## src/ulsl_map.svh

```systemverilog
// constants for the line status logic: bit positions, reset value, depths
// assumes inclusion by ulsl_pkg users and the top module only
`ifndef ULSL_MAP_SVH
`define ULSL_MAP_SVH
// line_status bit positions
`define ULSL_BIT_FIFO_ERR 7
`define ULSL_BIT_TX_EMPTY 6
`define ULSL_BIT_HOLD_EMPTY 5
`define ULSL_BIT_BREAK 4
`define ULSL_BIT_FRAMING 3
`define ULSL_BIT_PARITY 2
`define ULSL_BIT_OVERRUN 1
`define ULSL_BIT_DATA_READY 0
// line_status value after reset: both transmit empties set
`define ULSL_RESET_VAL 8'h60
// receive storage depth in fifo mode and in holding-register mode
`define ULSL_FIFO_DEPTH 32
`define ULSL_HOLD_DEPTH 1
`endif

```

## src/ulsl_pkg.sv

```systemverilog
// types shared by the line status logic and its tag fifo
// assumes nothing beyond a SystemVerilog compiler
package ulsl_pkg;
   // per-character receive error tags
   typedef struct packed {
      logic brk;
      logic frm;
      logic par;
   } ulsl_tag_t;
   // one character report from the receive sampler
   typedef struct packed {
      logic valid;   // one-cycle pulse, character complete
      logic all_low; // whole frame was zero, a break character
      logic frm;
      logic par;
   } ulsl_rx_evt_t;
   // transmit path state
   typedef struct packed {
      logic hold_write; // cpu loads holding register or fifo
      logic hold_to_shift; // character moves into shift register
      logic shift_busy; // shift register holds a character
      logic fifo_empty; // transmit fifo holds nothing
   } ulsl_tx_stat_t;
endpackage : ulsl_pkg

```

## src/ulsl_tag_fifo.sv

```systemverilog
// error tag store that runs alongside the receive data fifo
// assumes push and pop follow the data fifo one for one
`timescale 1ns/1ps
module ulsl_tag_fifo #(
   parameter int DEPTH = 32,
   parameter int CW = 6
) (
   // clock and reset
   input wire logic clk_sys_i,
   input wire logic nrst_i,
   input wire logic ce_i,
   // control
   input wire logic flush_i,
   input wire logic [CW-1:0] limit_i,
   input wire logic push_i,
   input wire ulsl_pkg::ulsl_tag_t tag_i,
   input wire logic pop_i,
   // state
   output ulsl_pkg::ulsl_tag_t head_o,
   output logic empty_o,
   output logic full_o,
   output logic err_any_o
);
   import ulsl_pkg::*;
   localparam int AW = $clog2(DEPTH);

   // refuse sizes the pointers and counters cannot serve
   if (DEPTH < 2 || (DEPTH & (DEPTH - 1)) != 0
       || CW <= AW) begin : g_bad_cfg
      $error("ulsl_tag_fifo: DEPTH must be a power of two, CW > log2");
   end

   ulsl_tag_t mem [DEPTH];
   logic [AW-1:0] wr_ptr_reg;
   logic [AW-1:0] rd_ptr_reg;
   logic [CW-1:0] count_reg;
   logic [CW-1:0] err_cnt_reg;
   logic do_push;
   logic do_pop;

   // a push into a full store is dropped, the caller reports overrun
   assign do_push = push_i && !full_o;
   assign do_pop = pop_i && !empty_o;
   assign empty_o = (count_reg == '0);
   assign full_o = (count_reg >= limit_i);
   assign head_o = mem[rd_ptr_reg];
   assign err_any_o = (err_cnt_reg != '0);

   function automatic logic tagged_err(input ulsl_tag_t t);
      return t.brk | t.frm | t.par;
   endfunction : tagged_err

   // storage array, no reset needed for the words
   always_ff @(posedge clk_sys_i) begin
      if (ce_i && do_push) begin
         mem[wr_ptr_reg] <= tag_i;
      end
   end

   // pointers and occupancy
   always_ff @(posedge clk_sys_i) begin
      if (!nrst_i || (ce_i && flush_i)) begin
         wr_ptr_reg <= '0;
         rd_ptr_reg <= '0;
         count_reg <= '0;
      end else if (ce_i) begin
         if (do_push)
            wr_ptr_reg <= wr_ptr_reg + 1'b1;
         if (do_pop)
            rd_ptr_reg <= rd_ptr_reg + 1'b1;
         count_reg <= count_reg + CW'(do_push) - CW'(do_pop);
      end
   end

   // count of stored characters that carry any error tag
   always_ff @(posedge clk_sys_i) begin
      if (!nrst_i || (ce_i && flush_i)) begin
         err_cnt_reg <= '0;
      end else if (ce_i) begin
         err_cnt_reg <= err_cnt_reg
            + CW'(do_push && tagged_err(tag_i))
            - CW'(do_pop && tagged_err(head_o));
      end
   end
endmodule : ulsl_tag_fifo

```

## src/ulsl_line_status.sv

```systemverilog
// line status logic for one serial channel
// assumes sampler, transmit path and bus read strobe share clk_sys_i
//
// What this block does
// - bit 7 rises while any character in the receive fifo has an error tag.
// - bit 7 falls only once no remaining fifo character carries a tag.
// - without fifo, bit 6 is one when holding and shift registers are empty.
// - bit 6 goes to zero as soon as holding or shift register has data.
// - with fifo, bit 6 is one only when transmit fifo and shift are empty.
// - without fifo, bit 5 sets when a character moves holding to shift.
// - bit 5 clears two edges after the cycle that the cpu loads the holding register.
// - an interrupt is requested while the holding-empty flag and its enable are both set, one edge ahead of bit 5.
// - with fifo, bit 5 sets on transmit fifo empty, clears on a write.
// - bit 4 sets when the receive line stays low for a whole frame.
// - with fifo, each break condition stores exactly one break character.
// - bit 3 flags a missing stop bit, in fifo mode for the fifo top.
// - bit 2 flags bad parity, in fifo mode for the fifo top.
// - bit 1 flags overrun when a character meets a full fifo, dropping it.
// - bit 0 is one while any received character is held.
`timescale 1ns/1ps
`include "ulsl_map.svh"
module ulsl_line_status #(
   parameter int DEPTH = `ULSL_FIFO_DEPTH
) (
   // clock, reset, enable
   input wire logic clk_sys_i,
   input wire logic nrst_i,
   input wire logic ce_i,
   // mode and enables
   input wire logic fifo_mode_i,
   input wire logic hold_ie_i,
   // receive side
   input wire ulsl_pkg::ulsl_rx_evt_t rx_evt_i,
   input wire logic rx_line_i,
   input wire logic rx_pop_i,
   output logic rx_push_o,
   // transmit side
   input wire ulsl_pkg::ulsl_tx_stat_t tx_i,
   // cpu read port
   input wire logic status_rd_i,
   output logic [7:0] line_status_o,
   output logic hold_irq_o
);
   import ulsl_pkg::*;
   localparam int CW = $clog2(DEPTH) + 1;

   // refuse depths the tag store and its limit cannot hold
   if (DEPTH < 2 || DEPTH > 256
       || (DEPTH & (DEPTH - 1)) != 0) begin : g_bad_depth
      $error("ulsl_line_status: DEPTH must be a power of two, 2 to 256");
   end

   // ****************************************************************
   // receive error tags and overrun
   // ****************************************************************
   ulsl_tag_t head;
   ulsl_tag_t new_tag;
   logic rx_empty;
   logic rx_full;
   logic err_any;
   logic brk_hold_reg;
   logic brk_dup;
   logic ovr_evt;
   logic mode_d_reg;
   logic [CW-1:0] limit;

   // holding-register mode is a store of depth one
   assign limit = fifo_mode_i ? CW'(DEPTH) : CW'(`ULSL_HOLD_DEPTH);
   assign new_tag = '{brk: rx_evt_i.all_low, frm: rx_evt_i.frm,
                      par: rx_evt_i.par};
   assign brk_dup = rx_evt_i.valid && rx_evt_i.all_low && brk_hold_reg;
   assign ovr_evt = rx_evt_i.valid && !brk_dup && rx_full;
   assign rx_push_o = rx_evt_i.valid && !brk_dup && !rx_full;

   ulsl_tag_fifo #(.DEPTH(DEPTH), .CW(CW)) u_tags (
      .clk_sys_i(clk_sys_i),
      .nrst_i(nrst_i),
      .ce_i(ce_i),
      .flush_i(fifo_mode_i != mode_d_reg),
      .limit_i(limit),
      .push_i(rx_push_o),
      .tag_i(new_tag),
      .pop_i(rx_pop_i),
      .head_o(head),
      .empty_o(rx_empty),
      .full_o(rx_full),
      .err_any_o(err_any)
   );

   // mode change flushes stale tags, as the data fifo is reset too
   always_ff @(posedge clk_sys_i) begin
      if (!nrst_i)
         mode_d_reg <= 1'b0;
      else if (ce_i)
         mode_d_reg <= fifo_mode_i;
   end

   // low frame marks break
   // held until the line returns high so a long break is one event
   always_ff @(posedge clk_sys_i) begin
      if (!nrst_i)
         brk_hold_reg <= 1'b0;
      else if (ce_i) begin
         if (rx_push_o && rx_evt_i.all_low)
            brk_hold_reg <= 1'b1;
         else if (rx_line_i)
            brk_hold_reg <= 1'b0;
      end
   end

   // ****************************************************************
   // sticky error flags
   // ****************************************************************
   logic ovr_reg;
   logic par_reg;
   logic frm_reg;
   logic brk_reg;

   // read clears flags
   // a new event in the read cycle wins over the clear
   always_ff @(posedge clk_sys_i) begin
      if (!nrst_i) begin
         ovr_reg <= 1'b0;
         par_reg <= 1'b0;
         frm_reg <= 1'b0;
         brk_reg <= 1'b0;
      end else if (ce_i) begin
         ovr_reg <= ovr_evt || (ovr_reg && !status_rd_i);
         par_reg <= (rx_push_o && new_tag.par) || (par_reg && !status_rd_i);
         frm_reg <= (rx_push_o && new_tag.frm) || (frm_reg && !status_rd_i);
         brk_reg <= (rx_push_o && new_tag.brk) || (brk_reg && !status_rd_i);
      end
   end

   // ****************************************************************
   // transmit empty flags
   // ****************************************************************
   logic thre_reg;
   logic thre_next;
   logic tx_all_empty;

   // fifo empty sets flag
   // a load in the transfer cycle leaves a character, so clear wins
   always_comb begin
      thre_next = thre_reg;
      if (fifo_mode_i)
         thre_next = tx_i.fifo_empty && !tx_i.hold_write;
      else if (tx_i.hold_write)
         thre_next = 1'b0;
      else if (tx_i.hold_to_shift)
         thre_next = 1'b1;
   end

   always_ff @(posedge clk_sys_i) begin
      if (!nrst_i)
         thre_reg <= 1'b1;
      else if (ce_i)
         thre_reg <= thre_next;
   end

   assign tx_all_empty = thre_reg && !tx_i.shift_busy;

   assign hold_irq_o = thre_reg && hold_ie_i;

   // ****************************************************************
   // line_status word
   // ****************************************************************
   logic [7:0] status_next;

   // registered so the cpu sees a stable value through its read
   always_comb begin
      status_next = 8'h00;
      status_next[`ULSL_BIT_FIFO_ERR] = fifo_mode_i && err_any;
      status_next[`ULSL_BIT_TX_EMPTY] = tx_all_empty;
      status_next[`ULSL_BIT_HOLD_EMPTY] = thre_reg;
      if (fifo_mode_i) begin
         status_next[`ULSL_BIT_BREAK] = !rx_empty && head.brk;
         status_next[`ULSL_BIT_FRAMING] = !rx_empty && head.frm;
         status_next[`ULSL_BIT_PARITY] = !rx_empty && head.par;
      end else begin
         status_next[`ULSL_BIT_BREAK] = brk_reg;
         status_next[`ULSL_BIT_FRAMING] = frm_reg;
         status_next[`ULSL_BIT_PARITY] = par_reg;
      end
      status_next[`ULSL_BIT_OVERRUN] = ovr_reg;
      status_next[`ULSL_BIT_DATA_READY] = !rx_empty;
   end

   always_ff @(posedge clk_sys_i) begin
      if (!nrst_i)
         line_status_o <= `ULSL_RESET_VAL;
      else if (ce_i)
         line_status_o <= status_next;
   end
endmodule : ulsl_line_status

```

## config.mk

```make
export PLATFORM = sky130hd
export DESIGN_NAME = ulsl_line_status
export DESIGN_NICKNAME = d
export VERILOG_FILES = /design/src/ulsl_pkg.sv /design/src/ulsl_tag_fifo.sv /design/src/ulsl_line_status.sv
export VERILOG_INCLUDE_DIRS = /design/src
export SDC_FILE = /design/constraint.sdc
export NUM_CORES = 1
export LEC_CHECK = 0
export BUFFER_PORTS_ARGS = -buffer_cell sky130_fd_sc_hd__clkbuf_2
export CAP_MARGIN = 30
export CORE_MARGIN = 3
export CORE_UTILIZATION = 60
export DETAILED_ROUTE_END_ITERATION = 10
export HOLD_SLACK_MARGIN = 0.05
export PLACE_DENSITY = 0.74
export REMOVE_ABC_BUFFERS = 1
export SLEW_MARGIN = 40
export SYNTH_ARGS = -nofsm -noshare
export SYNTH_HDL_FRONTEND = slang
export SYNTH_SLANG_ARGS = --single-unit
export TNS_END_PERCENT = 5
```

## constraint.sdc

```tcl
create_clock -name clk_sys_i -period 4.7 [get_ports clk_sys_i]
set_input_delay 0.94 -clock clk_sys_i [delete_from_list [all_inputs] [get_ports clk_sys_i]]
set_output_delay 0.94 -clock clk_sys_i [all_outputs]
set_load 0.005 [all_outputs]
```

After elaboration in Yosys (flattened, before gate mapping)

Memories as Yosys holds them, arrays and structs flattened. A register that Yosys moved wholly into a read port is not among the register bits.
Index checks and enable logic that the tools add are counted.

Input bits: 16
Memories kept: 1
Logic and storage cells: 81
Flip-flop bits (word level): 37
RAM bits: 96
Output and inout bits: 10

Memory list:

| name       | words | bits a word | rd ports | clocked after Yosys merged registers in | wr ports | RTL line            | text |
|---|---|---|---|---|---|---|---|
| u_tags.mem | 32    | 3           | 1        | 1                                       | 1        | ulsl_tag_fifo.sv:33 | `ulsl_tag_t mem [DEPTH];` |

Equality and inequality tests: 1
Reduce and logical (&&, ||, !) cells: 45
Order comparisons: 1
Add/sub/neg operators: 6
Mux-type cells: 11
Bitwise logic cells: 4

Operators by type and width:

| kind                | number |
|---|---|
| $logic_and 1x1->1   | 25 |
| $add 6x1->6         | 2 |
| $sub 6x1->6         | 2 |
| $add 5x1->5 const B | 2 |
| $mux 5              | 2 |
| $reduce_and 2->1    | 4 |
| $logic_not 1->1     | 7 |
| $mux 1              | 7 |
| $ge 6x6->1          | 1 |
| $logic_not 6->1     | 1 |
| $mux 6              | 1 |
| $reduce_bool 6->1   | 1 |
| $logic_or 1x1->1    | 5 |
| $or 1x1->1          | 4 |
| $mux 3              | 1 |
| $reduce_bool 3->1   | 1 |
| $reduce_bool 2->1   | 1 |
| $ne 1x1->1          | 1 |

Longest topological paths before layout

Word-level depth: 9
Mapped depth: 16
Depth with buffers taken out: 15

Hierarchy

From an unflattened synthesis, not the netlist that was laid out.

Cell total of the unflattened synthesis: 452
Area, all modules: 6140.9 sq um

Modules (own cells, without submodules):

| module           | instances | cells each | area an instance (sq um) | sequential area each (sq um) |
|---|---|---|---|---|
| ulsl_tag_fifo    | 1         | 380        | 5497.8                   | 3423.3 |
| ulsl_line_status | 1         | 72         | 643.1                    | 300.3 |

Worst setup path before layout

No wires, ideal clock.

Kind: register to register
Start: register (tool-made name)
End: register u_tags.err_cnt_reg[4]
Clock period less this slack: 3445 ps
Buffers on the path: 2
Data required time: 4572 ps
Setup slack: 1255 ps
Stages on the path, launching flop included: 17
Setup time: 128 ps
Data arrival time: 3318 ps
Path through: dfxtp_1 -> buf_1 -> clkbuf_1 -> mux4_2 -> mux4_2 -> mux2i_1 -> a31oi_1 -> ha_1 -> inv_1 -> ha_1 -> fa_1 -> a21oi_1 -> nor2_1 -> nor2_1 -> xnor2_1 -> mux2i_1 -> nor2_1

RTL lines:

| item                 | RTL line            | text |
|---|---|---|
| end signal, assigned | ulsl_tag_fifo.sv:80 | `err_cnt_reg <= err_cnt_reg` |
| end, declared        | ulsl_tag_fifo.sv:37 | `logic [CW-1:0] err_cnt_reg;` |

==> results_dict.tcl <==
set metrics [dict create \
    cts-root-buf "clkbuf_8" \
    fin_skew_ps 8.69 \
    slew_violations 0 \
    tns_ps 0 \
    synth_cells 420 \
    crit_fanout 24 \
    rows 35 \
    path_clk_slew_ps 60 \
    overflow 0 \
    max-cap-violations 0 \
    cts_tree "built" \
    grt_max_degree 39 \
    clockBufferDepth 2 \
    synth_cell_type_count 41 \
    largest_register_ffs 96 \
    setup_slack_ps 799 \
    drc_errors 0 \
    yosys_register_bits 138 \
    ir_drop_uv 272 \
    die_x_um 106 \
    via_per_inst 5.88 \
    layout_min_cycle_time_ps 3900 \
    top_regs "u_tags.mem x96, line_status_o x8" \
    end_kind "flip-flop" \
    critPathKind "reg2reg" \
    crit_arrival_ps 4290 \
    slew_headroom_pct 67.4 \
    ios 26 \
    dieArea_um2 11200 \
    post-place-ws_ps 843 \
    hold_buffers 0 \
    p_leak_nw 2.39 \
    mappedNetlistArea_um2 5970 \
    rrSetupSlack_ps 800 \
    hold_viol 0 \
    cts_resized 0 \
    n_antenna_cell 0 \
    ys.warnings.count 0 \
    initial_core_util_pct 63.1 \
    top_layer "met4" \
    antenna_left 0 \
    insertion_delay_ps 510 \
    dr_wl_met3_um 905 \
    hpwl_um 7820 \
    postSynth.asyncResetShare_pct 0 \
    wire_per_inst_um 20.6 \
    design_area_um2 6820 \
    routed_wl_um 12200 \
    status "finished clean" \
    die_h_um 106 \
    rsz0062_at_grt "no" \
    routabilityCongestion 0.796 \
    power.density_nw_per_um2 486 \
    synth_enable_flop_cells 96 \
    layout.nets 494 \
    grt_pass1_vias 3495 \
    min_path_type "reg2reg" \
    area_growth_pct 14.3 \
    regMostFlops "u_tags.mem" \
    drive_above_1_share_pct 19.4 \
    cp-start-kind "flip-flop" \
    drt_iter0_drc 262 \
    grt_pass1_wl_um 19200 \
    cts_made_buffers 17 \
    wl_met2_um 6140 \
    worst_slew_pin_slew_ps 487 \
    cp.required_ps 5080 \
    track_usage_pct 23.3 \
    placed_area_um2 6220 \
    io_buffers 25 \
    clock-sinks 138 \
    period_share_pct 83.0 \
    drt-pass1-iter-count 5 \
    core_um2 9460 \
    synth_flop_cell "edfxtp_1" \
    ys_seq_area_share_pct 62.4 \
    met1_length_um 5040 \
    timing.fmax_ghz 0.256 \
    num_vias 3487 \
    grt_antenna_before_repair 0 \
    setup_viol 0 \
    syn_avg_cell_area_um2 14.2 \
    cts_htree_levels 4 \
    post-cts-setup-buffers 0 \
]
## metal layers
layer  up-vias  track usage (%)
li1       1606                -
met5         -                0
met1      1719             31.4
met2       147             38.4
met3        15             5.57
met4         0             6.48
## final cells by class
type / count / area (um2)
multi-input cells: 238 / 2070
repair buffers: 32 / 178
well taps: 129 / 161
clock buffers: 20 / 425
inverters: 25 / 93.8
clock inverters: 11 / 170
fillers: 615 / 2640
flip-flops and latches: 138 / 3720
## worst max-delay path: stages, from the launching register on
cell and delay [ps]:
dfxtp_1 310, buf_4 400, mux4_2 600, mux4_2 480
mux2i_1 240, a31oi_1 170, ha_1 310, inv_1 40
ha_1 210, fa_1 410, a21oi_1 140, nor2_1 50
nor2_1 120, xnor2_1 80, mux2i_1 140, nor2_1 50
## through the flow
step / instances / hold WS [ps] / total power, W / util, %
floorplan: 401 / 443 / 0.00183 / -
global placement: 562 / 453 / 0.00196 / 65.8
detailed placement: 562 / 468 / 0.00198 / 65.8
CTS: 593 / 474 / 0.00333 / 72.1
global route: 593 / 510 / 0.00347 / 72.1
finish: 593 / 470 / 0.00331 / 72.1
## Yosys cell counts, drive strengths merged, types with 5 or more instances
cell type | n | area [um2]
a211oi | 7 | 52.6
a21oi | 8 | 40.0
buf | 8 | 45.0
clkbuf | 11 | 41.3
dfxtp | 42 | 841
edfxtp | 96 | 2880
ha | 24 | 300
inv | 25 | 93.8
mux2i | 13 | 130
mux4 | 30 | 676
nand2 | 20 | 75.1
nor2 | 64 | 240
nor2b | 5 | 31.3
o21ai | 6 | 30.0
xnor2 | 10 | 87.6
xor2 | 7 | 61.3
## cells in the final DEF, fill, tap and decap left out, types with 3 or more instances in the layout
master and count:
edfxtp_1 96, dfxtp_1 42, xnor2_1 10, o21ai_0 6
ha_1 24, mux4_2 30, nand4_1 4, nor3_1 3
nand3_1 4, buf_4 7, nor2b_1 5, nand3b_1 3
clkbuf_1 3, nand2_1 19, nor2_1 64, o221a_1 3
bufinv_16 4, xor2_1 7, a211oi_1 7, clkbuf_16 16
clkbuf_2 25, inv_1 25, a21oi_1 8, mux2i_1 13
and3_1 4
## cell families after synthesis
family	count (synthesis)	synth area share, %
compound gates	39	4.59
xor+xnor	17	2.49
fa+ha+maj	26	5.70
simple gates	113	8.30
mux	43	13.5
flops	138	62.4
buf+inv	44	3.02
## power by group
| group | switching [W] | leakage, nW | internal (W) |
|---|---|---|---|
| registers | 0.0000359 | 1.21 | 0.00135 |
| logic | 0.000314 | 0.894 | 0.000265 |
| clock network | 0.000491 | 0.285 | 0.000860 |
## final timing paths
path | start | endpoint | depth (start not counted)
worst max-delay path | flip-flop | u_tags.err_cnt_reg[4]$_SDFFE_PP0P_ | 15
worst min-delay path | brk_reg$_SDFFE_PN0P_ | brk_reg$_SDFFE_PN0P_ | 2
worst max register to register | flip-flop | u_tags.err_cnt_reg[4]$_SDFFE_PP0P_ | 15
worst min register to register | brk_reg$_SDFFE_PN0P_ | brk_reg$_SDFFE_PN0P_ | 2
(Power assumes the default switching activity.)
